==> src/rtl/pci_cfg_defs.svh <==
`ifndef PCI_CFG_DEFS_SVH
`define PCI_CFG_DEFS_SVH

// register byte offsets on the wishbone side
`define OFS_CONFIG_ADDRESS 8'h00
`define OFS_WINDOW_CONFIG 8'h04
`define OFS_STATUS 8'h08
// address bit that selects the pci window
`define WINDOW_SEL_BIT 31

// config_address_reg fields
`define CAR_ENABLE_BIT 31
`define CAR_BUS_HI 23
`define CAR_BUS_LO 16
`define CAR_DEV_HI 15
`define CAR_DEV_LO 11
`define CAR_FUNC_DW_HI 10
`define CAR_FUNC_DW_LO 2
`define DEV_ALL_ONES 5'h1f
`define DEV_FIRST_IDSEL 5'h0a
`define IDSEL_LINES 21
`define LOCAL_BUS 8'h00

// initiator_window_config fields
`define IWC_MEM_BIT 0
`define IWC_BASE_HI 31
`define IWC_BASE_LO 24

// status bits, write one to clear, except the read-only busy bit
`define ST_MASTER_ABORT 0
`define ST_TARGET_ABORT 1
`define ST_RETRY_LIMIT 2
`define ST_UNSUPPORTED 3
`define ST_BUSY 8
`define ST_WIDTH 4

// pci commands
`define CMD_INT_ACK 4'h0
`define CMD_SPECIAL 4'h1
`define CMD_IO_READ 4'h2
`define CMD_IO_WRITE 4'h3
`define CMD_MEM_READ 4'h6
`define CMD_MEM_WRITE 4'h7
`define CMD_CFG_READ 4'ha
`define CMD_CFG_WRITE 4'hb

// type 1 marker on ad[1:0]
`define TYPE1_LOW 2'h1
// pci clocks waited for a device select before master abort
`define DEVSEL_WAIT 3'h5
// retry terminations before the access fails
`define RETRY_LIMIT 4'h8
// device number that selects this bridge's own configuration space
`define SELF_DEVICE 5'h0a
`define ALL_ONES_DATA 32'hffffffff

`endif

==> src/rtl/pci_cfg_pkg.sv <==
`include "pci_cfg_defs.svh"

package pci_cfg_pkg;

  typedef enum logic [2:0] {S_IDLE, S_REQ, S_ADDR, S_DATA, S_END} state_t;

  typedef struct packed {
    state_t st;
    logic ack;
    logic err;
    logic [31:0] dat;
    logic [31:0] car;
    logic [31:0] iwc;
    logic [`ST_WIDTH-1:0] status;
    logic pclk_s1;
    logic pclk_s2;
    logic pclk_prev;
    logic [5:0] in_s1;
    logic [5:0] in_s2;
    logic [31:0] ad_s1;
    logic [31:0] ad_s2;
    logic req_n;
    logic frame_n;
    logic frame_oe;
    logic irdy_n;
    logic irdy_oe;
    logic [31:0] ad_o;
    logic ad_oe;
    logic [3:0] cbe_o;
    logic cbe_oe;
    logic self_idsel;
    logic self_hit;
    logic [31:0] addr;
    logic [3:0] cmd;
    logic [3:0] be;
    logic [31:0] wdat;
    logic write;
    logic special;
    logic [2:0] wait_cnt;
    logic [3:0] retry_cnt;
    logic again;
    logic fin_err;
  } regs_t;

endpackage

==> src/rtl/pci_config_cycle_generator.sv <==
`timescale 1ns/10ps
`include "pci_cfg_defs.svh"

module pci_config_cycle_generator (
  input wire logic clk_i,
  input wire logic rst_i,
  input wire logic wb_cyc_i,
  input wire logic wb_stb_i,
  input wire logic wb_we_i,
  input wire logic [31:0] wb_adr_i,
  input wire logic [3:0] wb_sel_i,
  input wire logic [2:0] wb_cti_i,
  input wire logic [31:0] wb_dat_i,
  output logic [31:0] wb_dat_o,
  output logic wb_ack_o,
  output logic wb_err_o,
  input wire logic pci_clk_i,
  input wire logic gnt_n_i,
  output logic req_n_o,
  input wire logic frame_n_i,
  output logic frame_n_o,
  output logic frame_oe_o,
  input wire logic irdy_n_i,
  output logic irdy_n_o,
  output logic irdy_oe_o,
  input wire logic trdy_n_i,
  input wire logic devsel_n_i,
  input wire logic stop_n_i,
  input wire logic [31:0] pci_addr_data_lines_i,
  output logic [31:0] pci_addr_data_lines_o,
  output logic pci_addr_data_lines_oe_o,
  output logic [3:0] pci_cmd_byte_enable_o,
  output logic pci_cmd_byte_enable_oe_o,
  output logic self_idsel_o
);

  pci_cfg_pkg::regs_t r;
  pci_cfg_pkg::regs_t n;

  logic edge_seen;
  logic gnt_n;
  logic bus_frame_n;
  logic bus_irdy_n;
  logic trdy_n;
  logic devsel_n;
  logic stop_n;
  logic reg_hit;
  logic win_hit;
  logic io_space;
  logic cfg_en;
  logic [7:0] bus_num;
  logic [4:0] dev_num;
  logic [`IDSEL_LINES-1:0] idsel_vec;
  logic size_ok;
  logic burst;
  logic [1:0] low_byte;
  logic [31:0] rd_word;
  logic [31:0] wr_mask;
  logic [`ST_WIDTH-1:0] clr;

  ////////////////////////////////////////////////////////////////////////////
  // one-hot device select, one line per device number 10 to 30

  genvar gi;
  generate
    for (gi = 0; gi < `IDSEL_LINES; gi = gi + 1)
    begin : g_idsel
      assign idsel_vec[gi] = (dev_num == 5'(gi + 10));
    end
  endgenerate

  ////////////////////////////////////////////////////////////////////////////
  // next state

  always_comb
  begin
    n = r;
    n.ack = 1'b0;
    n.err = 1'b0;

    // pci clock and pins pass two flops before use
    n.pclk_s1 = pci_clk_i;
    n.pclk_s2 = r.pclk_s1;
    n.pclk_prev = r.pclk_s2;
    n.in_s1 = {gnt_n_i, frame_n_i, irdy_n_i, trdy_n_i, devsel_n_i, stop_n_i};
    n.in_s2 = r.in_s1;
    n.ad_s1 = pci_addr_data_lines_i;
    n.ad_s2 = r.ad_s1;
    edge_seen = r.pclk_s2 & ~r.pclk_prev;
    gnt_n = r.in_s2[5];
    bus_frame_n = r.in_s2[4];
    bus_irdy_n = r.in_s2[3];
    trdy_n = r.in_s2[2];
    devsel_n = r.in_s2[1];
    stop_n = r.in_s2[0];

    // register fields
    cfg_en = r.car[`CAR_ENABLE_BIT];
    bus_num = r.car[`CAR_BUS_HI:`CAR_BUS_LO];
    dev_num = r.car[`CAR_DEV_HI:`CAR_DEV_LO];
    io_space = ~r.iwc[`IWC_MEM_BIT];

    // in io space only contiguous lanes inside one word reach the pci side
    size_ok = 1'b1;
    low_byte = 2'h0;
    unique case (wb_sel_i)
      4'h1, 4'h3, 4'h7, 4'hf: low_byte = 2'h0;
      4'h2, 4'h6, 4'he: low_byte = 2'h1;
      4'h4, 4'hc: low_byte = 2'h2;
      4'h8: low_byte = 2'h3;
      default: size_ok = 1'b0;
    endcase
    burst = (wb_cti_i != 3'h0) && (wb_cti_i != 3'h7);

    // register slave, answered one cycle after the strobe
    reg_hit = wb_cyc_i & wb_stb_i & ~wb_adr_i[`WINDOW_SEL_BIT] & ~r.ack;
    win_hit = wb_cyc_i & wb_stb_i & wb_adr_i[`WINDOW_SEL_BIT] & ~r.ack;
    rd_word = 32'h0;
    clr = '0;
    for (int i = 0; i < 4; i++)
    begin
      wr_mask[i*8 +: 8] = {8{wb_sel_i[i]}};
    end
    if (reg_hit)
    begin
      n.ack = 1'b1;
      unique case (wb_adr_i[7:0])
        `OFS_CONFIG_ADDRESS:
        begin
          rd_word = r.car;
          if (wb_we_i)
          begin
            n.car = (r.car & ~wr_mask) | (wb_dat_i & wr_mask);
          end
        end
        `OFS_WINDOW_CONFIG:
        begin
          rd_word = r.iwc;
          if (wb_we_i)
          begin
            n.iwc = (r.iwc & ~wr_mask) | (wb_dat_i & wr_mask);
          end
        end
        `OFS_STATUS:
        begin
          rd_word = 32'h0;
          rd_word[`ST_WIDTH-1:0] = r.status;
          rd_word[`ST_BUSY] = (r.st != pci_cfg_pkg::S_IDLE);
          if (wb_we_i && wb_sel_i[0])
          begin
            clr = wb_dat_i[`ST_WIDTH-1:0];
          end
        end
        default: rd_word = 32'h0;
      endcase
      n.dat = rd_word;
    end
    // later sets override this clear
    n.status = r.status & ~clr;

    unique case (r.st)
      pci_cfg_pkg::S_IDLE:
      begin
        if (win_hit)
        begin
          n.write = wb_we_i;
          n.wdat = wb_dat_i;
          n.be = ~wb_sel_i;
          n.special = 1'b0;
          n.self_hit = 1'b0;
          n.retry_cnt = 4'h0;
          if (io_space && (burst || !size_ok))
          begin
            // refused at once; no pci activity, no event beyond the flag
            n.ack = 1'b1;
            n.err = 1'b1;
            n.status[`ST_UNSUPPORTED] = 1'b1;
          end
          else
          begin
            n.st = pci_cfg_pkg::S_REQ;
            if (io_space && cfg_en && dev_num == `DEV_ALL_ONES && bus_num == `LOCAL_BUS)
            begin
              // fixed all-zero address pattern, function/dword unused
              n.addr = 32'h0;
              n.cmd = wb_we_i ? `CMD_SPECIAL : `CMD_INT_ACK;
              n.special = wb_we_i;
            end
            else if (io_space && cfg_en && bus_num == `LOCAL_BUS)
            begin
              n.addr = {idsel_vec, r.car[`CAR_FUNC_DW_HI:`CAR_FUNC_DW_LO], 2'h0};
              n.cmd = wb_we_i ? `CMD_CFG_WRITE : `CMD_CFG_READ;
              n.self_hit = (dev_num == `SELF_DEVICE);
            end
            else if (io_space && cfg_en)
            begin
              n.addr = {r.car[31:2], `TYPE1_LOW};
              n.cmd = wb_we_i ? `CMD_CFG_WRITE : `CMD_CFG_READ;
            end
            else if (io_space)
            begin
              n.addr = {r.iwc[`IWC_BASE_HI:`IWC_BASE_LO], wb_adr_i[23:2], low_byte};
              n.cmd = wb_we_i ? `CMD_IO_WRITE : `CMD_IO_READ;
            end
            else
            begin
              n.addr = {r.iwc[`IWC_BASE_HI:`IWC_BASE_LO], wb_adr_i[23:2], 2'h0};
              n.cmd = wb_we_i ? `CMD_MEM_WRITE : `CMD_MEM_READ;
            end
          end
        end
      end

      pci_cfg_pkg::S_REQ:
      begin
        n.req_n = 1'b0;
        // wait for grant on an idle bus before driving anything
        if (edge_seen && !gnt_n && bus_frame_n && bus_irdy_n)
        begin
          n.st = pci_cfg_pkg::S_ADDR;
          n.req_n = 1'b1;
          n.frame_n = 1'b0;
          n.frame_oe = 1'b1;
          n.ad_o = r.addr;
          n.ad_oe = 1'b1;
          n.cbe_o = r.cmd;
          n.cbe_oe = 1'b1;
          n.self_idsel = r.self_hit;
        end
      end

      pci_cfg_pkg::S_ADDR:
      begin
        if (edge_seen)
        begin
          // single data phase: frame goes high with irdy low
          n.st = pci_cfg_pkg::S_DATA;
          n.frame_n = 1'b1;
          n.irdy_n = 1'b0;
          n.irdy_oe = 1'b1;
          n.cbe_o = r.be;
          n.ad_o = r.wdat;
          n.ad_oe = r.write;
          n.self_idsel = 1'b0;
          n.wait_cnt = 3'h0;
          n.again = 1'b0;
          n.fin_err = 1'b0;
        end
      end

      pci_cfg_pkg::S_DATA:
      begin
        if (edge_seen)
        begin
          if (!devsel_n && !trdy_n)
          begin
            n.st = pci_cfg_pkg::S_END;
            n.irdy_n = 1'b1;
            n.dat = r.write ? 32'h0 : r.ad_s2;
          end
          else if (!stop_n && !devsel_n)
          begin
            n.st = pci_cfg_pkg::S_END;
            n.irdy_n = 1'b1;
            n.retry_cnt = r.retry_cnt + 4'h1;
            if (r.retry_cnt + 4'h1 == `RETRY_LIMIT)
            begin
              n.fin_err = 1'b1;
              n.status[`ST_RETRY_LIMIT] = 1'b1;
              n.dat = 32'h0;
            end
            else
            begin
              n.again = 1'b1;
            end
          end
          else if (!stop_n)
          begin
            n.st = pci_cfg_pkg::S_END;
            n.irdy_n = 1'b1;
            n.fin_err = 1'b1;
            n.status[`ST_TARGET_ABORT] = 1'b1;
            n.dat = 32'h0;
          end
          else if (devsel_n && r.wait_cnt == `DEVSEL_WAIT - 3'h1)
          begin
            // nobody claimed it: ones back, no bus error
            n.st = pci_cfg_pkg::S_END;
            n.irdy_n = 1'b1;
            n.dat = `ALL_ONES_DATA;
            if (!r.special)
            begin
              n.status[`ST_MASTER_ABORT] = 1'b1;
            end
            // special cycles always end this way and report nothing
            n.fin_err = 1'b0;
          end
          else
          begin
            n.wait_cnt = r.wait_cnt + 3'h1;
          end
        end
      end

      pci_cfg_pkg::S_END:
      begin
        if (edge_seen)
        begin
          n.frame_oe = 1'b0;
          n.irdy_oe = 1'b0;
          n.ad_oe = 1'b0;
          n.cbe_oe = 1'b0;
          if (r.again)
          begin
            n.st = pci_cfg_pkg::S_REQ;
          end
          else
          begin
            // acknowledge only after the pci data phase closed
            n.st = pci_cfg_pkg::S_IDLE;
            n.ack = 1'b1;
            n.err = r.fin_err;
          end
        end
      end
    endcase
  end

  ////////////////////////////////////////////////////////////////////////////
  // state register

  always_ff @(posedge clk_i)
  begin
    if (rst_i)
    begin
      r <= '0;
      r.req_n <= 1'b1;
      r.frame_n <= 1'b1;
      r.irdy_n <= 1'b1;
      r.in_s1 <= 6'h3f;
      r.in_s2 <= 6'h3f;
    end
    else
    begin
      r <= n;
    end
  end

  ////////////////////////////////////////////////////////////////////////////
  // outputs

  assign wb_dat_o = r.dat;
  assign wb_ack_o = r.ack & ~r.err;
  assign wb_err_o = r.err;
  assign req_n_o = r.req_n;
  assign frame_n_o = r.frame_n;
  assign frame_oe_o = r.frame_oe;
  assign irdy_n_o = r.irdy_n;
  assign irdy_oe_o = r.irdy_oe;
  assign pci_addr_data_lines_o = r.ad_o;
  assign pci_addr_data_lines_oe_o = r.ad_oe;
  assign pci_cmd_byte_enable_o = r.cbe_o;
  assign pci_cmd_byte_enable_oe_o = r.cbe_oe;
  assign self_idsel_o = r.self_idsel;

endmodule

==> config.mk <==
export PLATFORM = sky130hd
export DESIGN_NAME = pci_config_cycle_generator
export DESIGN_NICKNAME = d
export VERILOG_FILES = /design/src/rtl/pci_cfg_pkg.sv /design/src/rtl/pci_config_cycle_generator.sv
export VERILOG_INCLUDE_DIRS = /design/src /design/src/rtl
export SDC_FILE = /design/constraint.sdc
export NUM_CORES = 1
export LEC_CHECK = 0
export BUFFER_PORTS_ARGS = -buffer_cell sky130_fd_sc_hd__clkbuf_2
export CELL_PAD_IN_SITES_DETAIL_PLACEMENT = 1
export CELL_PAD_IN_SITES_GLOBAL_PLACEMENT = 2
export CORE_MARGIN = 5
export CORE_UTILIZATION = 35
export DETAILED_ROUTE_END_ITERATION = 10
export PLACE_DENSITY_LB_ADDON = 0.1
export SLEW_MARGIN = 25
export SYNTH_ARGS = -nofsm -noshare
export SYNTH_HDL_FRONTEND = slang
export SYNTH_SLANG_ARGS = --single-unit
export TNS_END_PERCENT = 100
==> constraint.sdc <==
create_clock -name clk_i -period 2.2 [get_ports clk_i]
set_input_delay 0.44 -clock clk_i [delete_from_list [all_inputs] [get_ports clk_i]]
set_output_delay 0.44 -clock clk_i [all_outputs]
set_load 0.005 [all_outputs]
==> results_dict.tcl, run 1 <==
set metrics [dict create \
    outcome "finished clean" \
    clk_pin_slew_worst_paths_ns 0.06 \
    hold_depth 2 \
    rows 72 \
    seqPwrFrac_pct 46.7 \
    vias_per_cell 5.088 \
    max_freq_ghz 0.4646 \
    skew_ns 0.01621 \
    pre_cts_slack_ns -0.1120 \
    most-common-layout-cells "dfxtp_1, nand2_1, clkbuf_2, a21oi_1, nor2_1" \
    worstPathCellList "ha_1, nor3b_1, a2111oi_4, bufbuf_16, nor2_1, a211oi_1" \
    maxCapViolations 0 \
    startpoint_type "flop" \
    wl_um 43510 \
    core-area_um2 38650 \
    crit_type "flop to flop" \
    fin_crit_ns 2.152 \
    path_depth 6 \
    fin_util_pct 41.92 \
    dr.pass1.iters 4 \
    p_leak_uw 0.006267 \
    antenna_found_initial 0 \
    cts-root-buf "clkbuf_16" \
    async_flop_share_pct 0 \
    synth_nets 1699 \
    postPlaceCellArea_um2 14980 \
    htreeDepth 2 \
    ctsHoldBuffers 0 \
    ys_seq_area_share_pct 45.70 \
    ant_nets 0 \
    critical_path.max_fanout 15 \
    syn-instance-count 1580 \
    synthFlopType "dfxtp_1" \
    die-area_um2 43100 \
    n_fill_cell 4482 \
    r2r_cells 6 \
    yosysWarnings 0 \
    clock_latency_ns 0.54 \
    area_growth_pct 18.52 \
    start_util_pct 35.37 \
    pwr_density_cell_nw_per_um2 765.4 \
    cts_num_sinks 312 \
    combPwrFrac_pct 5.0 \
    drive_above_1_share_pct 22.07 \
    avgSynthCellArea_um2 8.651 \
    drtIter0Drc 573 \
    finalPower_uw 12400 \
    clockBufferDepth 3 \
    layout_commonest_cell "dfxtp_1" \
    synthesis.area_um2 13670 \
    worstPathArrival_ns 2.54 \
    pwr-share-clk_pct 48.3 \
    overflow 0 \
    port_buffers 185 \
    slew_viol_final 0 \
    cpPeakStageDelay_ns 0.47 \
    relSlewSlack_pct 45.20 \
    gp_congestion 0.8316 \
    synth_seq_cells 312 \
    grt_pass1_wl_um 68080 \
    synth_edf_count 0 \
    fin_crit_sh_pct 97.84 \
    hold_class "primary input to flop" \
    power.switching_uw 2785 \
    grt_usage_pct 19.58 \
    vias 11310 \
    cp_top_family "simple AND/OR/NAND/NOR gates" \
    hold_viol 0 \
    dieWidth_um 207.6 \
    cts-buffers-inserted 37 \
    peakVddDrop_v 0.0004172 \
    grt_max_degree 143 \
    internal_power_uw 9614 \
    dp_hpwl_um 30630 \
    worst_hold_slack_ns 0.09503 \
    swShare_pct 22.46 \
    dieHeight_um 207.6 \
    cp-end-kind "flop" \
    critical_path_buf_inv_count 1 \
    diodes 0 \
    cts_tree "yes" \
    cp.required_ns 2.59 \
    worst_pin_slew_ns 0.8134 \
    synthDistinctLibCells 71 \
    worst_slack_ns 0.04751 \
    nets 1802 \
    slowest_stage "nor3b_1" \
    post-route-drc-count 0 \
    wire_per_inst_um 19.58 \
    setup_viol 0 \
    design_area_um2 16200 \
    ios 193 \
    first_global_vias 11510 \
]
## power groups by stage
stage	Clock (uW)	Sequential [uW]	Combinational, uW
after floorplan	0	5900	315
after global placement	0	5910	616
after CTS	6210	5790	626
final	5990	5790	624
after global routing	6440	5800	684
after detailed placement	0	5910	623
## layer usage
layer	part of all wire (%)	vias to the layer above	GRT usage (%)
li1	-	5632	-
met1	50	5407	29.17
met2	43	217	29.08
met3	5.2	50	3.884
met4	1.7	0	4.915
met5	0	-	0
## path summary, 6_finish.rpt
check                     from  slack [ns]                     end
min                 devsel_n_i         0.1       n[193]$_SDFF_PP1_
max reg2reg  r[2]$_SDFFE_PP0P_        0.05  wb_dat_o[2]$_SDFF_PP0_
max          r[2]$_SDFFE_PP0P_        0.05  wb_dat_o[2]$_SDFF_PP0_
min reg2reg  n[194]$_SDFF_PP1_        0.41       r[194]$_SDFF_PP1_
## synth_stat cells, types with 4 or more instances
cell / number / area [um^2]
dfxtp_1: 312 / 6246
a21oi_1: 150 / 750.7
nand2_1: 214 / 803.3
nor3b_1: 4 / 30.03
a221oi_1: 5 / 43.79
buf_2: 28 / 140.1
o41ai_1: 13 / 113.9
nand4_1: 7 / 43.79
or4_1: 4 / 30.03
nor2_1: 130 / 488.0
or2_2: 38 / 237.7
buf_4: 76 / 570.6
mux2i_1: 110 / 1101
nand3_1: 33 / 165.2
nor3_2: 5 / 50.05
buf_1: 9 / 33.78
nor4_1: 8 / 50.05
a22oi_1: 4 / 30.03
nand2b_1: 6 / 37.54
inv_1: 10 / 37.54
and2_1: 4 / 25.02
o211a_1: 5 / 50.05
clkbuf_1: 80 / 300.3
ha_1: 4 / 50.05
nand3b_1: 4 / 30.03
nand4b_1: 6 / 52.55
nor2b_1: 75 / 469.2
and4_1: 7 / 61.31
a211oi_1: 51 / 382.9
o31ai_1: 38 / 285.3
a2111oi_0: 4 / 35.03
buf_6: 4 / 45.04
o21ai_0: 53 / 265.3
nor3_1: 23 / 115.1
## logic make-up (layout without fill, tap and decap cells)
logic type	count (synthesis)	in the layout	share of synthesized area [%]
compound gates	357	357	16.58
xor+xnor	2	2	0.1282
mux	111	111	8.138
buf+inv	208	332	8.275
simple gates	586	586	20.82
flops	312	312	45.70
fa+ha+maj	4	4	0.3662
## metrics by stage
step                      setup TNS (ns)  instances
final                                  0       2222
after global placement           -0.2592       2160
after detailed placement         -0.6382       2160
after floorplan                        0       1580
after CTS                              0       2220
after global routing             -0.2523       2222
## what timing repair did
| action | 4_1_cts | 5_1_grt |
|---|---|---|
| cloned | 0 | 1 |
| gates resized for setup | 1 | 3 |
| setup buffers | 0 | 1 |
| pin swaps | 0 | 1 |
| setup endpoints to repair | 1 | 4 |
## final cells by class
cell class | count | area [um^2] | area share, %
well taps | 518 | 648.1 | 4.001
multi-input cells | 1060 | 6351 | 39.21
inverters | 11 | 41.29 | 0.2549
repair buffers | 261 | 1748 | 10.79
clock inverters | 10 | 130.1 | 0.8033
flip-flops and latches | 312 | 6246 | 38.56
clock buffers | 50 | 1035 | 6.388
Power figures use the tool's default switching activity.
==> run 2: changes to the inputs <==
SETUP_SLACK_MARGIN = 0.1   (was default)
==> results_dict.tcl, run 2 (synthesis gave the netlist of run 1 again) <==
set metrics [dict create \
    dieWidth_um 207.6 \
    design_area_um2 16220 \
    clk_pin_slew_worst_paths_ns 0.06 \
    setup_viol 0 \
    drive_above_1_share_pct 22.42 \
    nets 1802 \
    first_global_vias 11500 \
    startpoint_type "flop" \
    peakVddDrop_v 0.0004183 \
    dr.pass1.iters 5 \
    ff2ff_setup_slack_ns 0.17 \
    grt_pass1_wl_um 68470 \
    cp.required_ns 2.60 \
    area_growth_pct 18.66 \
    core-area_um2 38650 \
    antenna_found_initial 0 \
    vias 11290 \
    skew_ns 0.01584 \
    rsz0062_at_grt "no" \
    worstPathArrival_ns 2.43 \
    ios 193 \
    cp-end-kind "flop" \
    grt_usage_pct 19.72 \
    postPlaceCellArea_um2 14980 \
    die-area_um2 43100 \
    overflow 0 \
    rows 72 \
    p_leak_uw 0.006264 \
    wl_um 43530 \
    hold_viol 0 \
    wire_per_inst_um 19.59 \
    layout_commonest_cell "dfxtp_1" \
    start_util_pct 35.37 \
    crit_type "flop to flop" \
    grt_max_degree 143 \
    vias_per_cell 5.081 \
    cts_tree "yes" \
    cts-root-buf "clkbuf_16" \
    relSlewSlack_pct 50.53 \
    drtIter0Drc 602 \
    htreeDepth 2 \
    maxCapViolations 0 \
    hold_class "primary input to flop" \
    post-route-drc-count 0 \
    dieHeight_um 207.6 \
    worst_pin_slew_ns 0.7421 \
    dp_hpwl_um 30630 \
    clockBufferDepth 3 \
    max_freq_ghz 0.4930 \
    ant_nets 0 \
    critical_path.max_fanout 31 \
    n_fill_cell 4485 \
    port_buffers 185 \
    fin_crit_ns 2.028 \
    cts_num_sinks 312 \
    most-common-layout-cells "dfxtp_1, nand2_1, clkbuf_2, a21oi_1, nor2_1" \
    diodes 0 \
    gp_congestion 0.8316 \
    worst_hold_slack_ns 0.09366 \
    clock_latency_ns 0.54 \
    pwr_density_cell_nw_per_um2 764.7 \
    cts-buffers-inserted 37 \
    slew_viol_final 0 \
    ctsHoldBuffers 0 \
    outcome "finished clean" \
    fin_util_pct 41.96 \
    fin_crit_sh_pct 92.20 \
    finalPower_uw 12400 \
]
## run 2: power by group
part	internal (uW)	switching, uW
registers	5750	37.4
clock network	3620	2370
logic	240	385
total	9610	2790
## run 2: final timing paths
path | start | endpoint | cells after the start
hold reg to reg | n[194]$_SDFF_PP1_ | r[194]$_SDFF_PP1_ | 1
setup reg to reg | r[311]$_SDFFE_PP0P_ | r[54]$_SDFFE_PP0P_ | 7
hold / removal | devsel_n_i | n[193]$_SDFF_PP1_ | 2
setup / recovery | r[311]$_SDFFE_PP0P_ | r[54]$_SDFFE_PP0P_ | 7
## run 2: metal layers
metal / vias to the layer above / GRT usage [%] / wire length (um)
li1: 5638 / - / -
met1: 5376 / 29.43 / 21970
met2: 225 / 29.31 / 18540
met3: 50 / 3.884 / 2273
met4: 0 / 4.915 / 753
met5: - / 0 / 0
## run 2: final cells by class
class	instances	area, um^2	area share [%]
clock buffer	50	1035	6.380
clock inverter	10	130.1	0.8023
tap	518	648.1	3.996
timing repair buffer	261	1748	10.78
inverter	11	41.29	0.2546
sequential	312	6248	38.53
multi-input combinational	1060	6367	39.26
## run 2: worst max-delay path, cell delays in order, from the launching register on
cell     delay [ns]
dfxtp_1        0.31
or3_4          0.40
buf_4          0.18
nor3_4         0.19
a31oi_4        0.06
buf_12         0.18
buf_4          0.16
o41ai_1        0.41
## run 2: metrics by stage
| step | worst slack, ns | setup TNS, ns | std cells |
|---|---|---|---|
| final | 0.1716 | 0 | 2222 |
| after CTS | 0.1002 | 0 | 2222 |
| after global placement | -0.05901 | -0.2592 | 2160 |
| after floorplan | 0.2080 | 0 | 1580 |
| after global routing | 0.1000 | 0 | 2222 |
| after detailed placement | -0.1120 | -0.6382 | 2160 |
## run 2: timing repair
action                                  4_1_cts  5_1_grt
gates resized for setup                       4        8
gates cloned                                  1        0
endpoints found under the setup margin       16       37
pin swaps                                     1        1
setup buffers                                 1        0
==> run 3: changes to the inputs <==
CORE_MARGIN = default   (was 5)
==> results_dict.tcl, run 3 (synthesis gave the netlist of run 1 again) <==
set metrics [dict create \
    whs_endpoint "n[193]$_SDFF_PP1_" \
    cts-buffers-inserted 37 \
    cts_tree "yes" \
    antenna_found_initial 0 \
    clockBufferDepth 3 \
    grt_max_degree 113 \
    nets 1816 \
    clk_pin_slew_worst_paths_ns 0.06 \
    r2r_cells 8 \
    worst_slack_ns 0.1834 \
    dieWidth_um 199.6 \
    ios 193 \
    pwr_density_cell_nw_per_um2 771.1 \
    maxCapViolations 0 \
    cts_num_sinks 312 \
    combPwrFrac_pct 4.9 \
    worst_hold_slack_ns 0.09534 \
    ant_nets 0 \
    wire_per_inst_um 19.04 \
    overflow 0 \
    relSlewSlack_pct 51.99 \
    diodes 0 \
    fin_crit_ns 2.017 \
    grt_pass1_wl_um 65020 \
    worstPathArrival_ns 2.47 \
    fin_crit_sh_pct 91.66 \
    cp-end-kind "flop" \
    pre_cts_slack_ns 0.09013 \
    rr_startpoint "r[2]$_SDFFE_PP0P_" \
    power.switching_uw 2852 \
    cp-startpoint "r[2]$_SDFFE_PP0P_" \
    slew_viol_final 0 \
    finalPower_uw 12670 \
    port_buffers 185 \
    core-area_um2 38560 \
    startpoint_type "flop" \
    pwr-share-clk_pct 49.4 \
    layout_commonest_cell "dfxtp_1" \
    internal_power_uw 9819 \
    p_leak_uw 0.006386 \
    seqPwrFrac_pct 45.7 \
    area_growth_pct 20.22 \
    dp_hpwl_um 30170 \
    hold_depth 2 \
    clock_latency_ns 0.53 \
    rows 72 \
    cts-root-buf "clkbuf_16" \
    setup_viol 0 \
    ff2ff_setup_slack_ns 0.18 \
    grt_usage_pct 21.24 \
    hold_viol 0 \
    max_freq_ghz 0.4959 \
    r2r_end "wb_dat_o[19]$_SDFF_PP0_" \
    first_global_vias 11080 \
    finalSetupTns_ns 0 \
    outcome "finished clean" \
    vias 11410 \
    htreeDepth 2 \
    start_util_pct 35.45 \
    drtIter0Drc 565 \
    n_fill_cell 4541 \
    dieHeight_um 199.6 \
    peakVddDrop_v 0.0004174 \
    post-route-drc-count 0 \
    crit_type "flop to flop" \
    hold_class "primary input to flop" \
    multi_input_comb_area_um2 6364 \
    skew_ns 0.01355 \
    cp.required_ns 2.65 \
    swShare_pct 22.51 \
    critical_path.max_fanout 14 \
    worst_pin_slew_ns 0.7126 \
    wl_um 42730 \
    gp_congestion 0.8048 \
    vias_per_cell 5.082 \
    worstHoldStart "devsel_n_i" \
    most-common-layout-cells "dfxtp_1, nand2_1, clkbuf_2, a21oi_1, nor2_1" \
    drive_above_1_share_pct 23.29 \
    dr.pass1.iters 4 \
    die-area_um2 39850 \
    register_area_um2 6248 \
    rsz0062_at_grt "yes" \
]
[run 3: layout make-up]
type | count | share of cell area [%]
clock inverters | 10 | 0.6853
multi-input cells | 1060 | 38.73
repair buffers | 275 | 11.38
flip-flops and latches | 312 | 38.03
clock buffers | 58 | 6.982
well taps | 518 | 3.944
inverters | 11 | 0.2513
[run 3: power groups by stage]
stage	registers, uW	logic (uW)	clock network (uW)
2_1_floorplan	5900	315	0
4_1_cts	5790	625	6440
5_1_grt	5800	678	6690
3_5_place_dp	5910	622	0
6_report	5790	623	6260
3_3_place_gp	5910	616	0
[run 3: worst max-delay path by stage]
stage	end	slack (ns)	depth (start not counted)
2_1_floorplan	r[52]$_SDFFE_PP0P_	0.21	8
3_3_place_gp	wb_err_o$_SDFF_PP0_	0.11	6
3_5_place_dp	r[55]$_SDFFE_PP0P_	0.09	8
4_1_cts	wb_dat_o[2]$_SDFF_PP0_	0.15	7
5_1_grt	wb_dat_o[4]$_SDFF_PP0_	0.05	8
6_report	wb_dat_o[19]$_SDFF_PP0_	0.18	8
[run 3: stage by stage]
stage	util, %	area (um^2)	instances
final	42.62	16430	2244
after global routing	42.62	16430	2244
after CTS	42.47	16370	2242
after detailed placement	39.20	15110	2174
after global placement	39.20	15110	2174
after floorplan	-	13670	1580
[run 3: per-layer routing]
| metal | share of wire, % | track usage, % |
|---|---|---|
| met1 | 51 | 31.31 |
| met4 | 1.6 | 5.174 |
| met2 | 43 | 31.85 |
| met5 | 0 | 0 |
| met3 | 4.0 | 3.511 |
[run 3: repair_timing]
| item | CTS | global route |
|---|---|---|
| setup endpoints to repair | 1 | 8 |
| setup buffers | 0 | 1 |
| pin swaps | 1 | 1 |
| gates cloned | 0 | 1 |
| gates resized for setup | 0 | 10 |
| hold buffers | 0 | 0 |
[run 3: worst max-delay path: stages (launching register included)]
cell	delay (ns)
dfxtp_2	0.38
ha_2	0.23
or2_1	0.10
o21ai_0	0.16
a2111oi_4	0.46
buf_4	0.19
buf_6	0.18
o31ai_1	0.10
a21oi_1	0.14
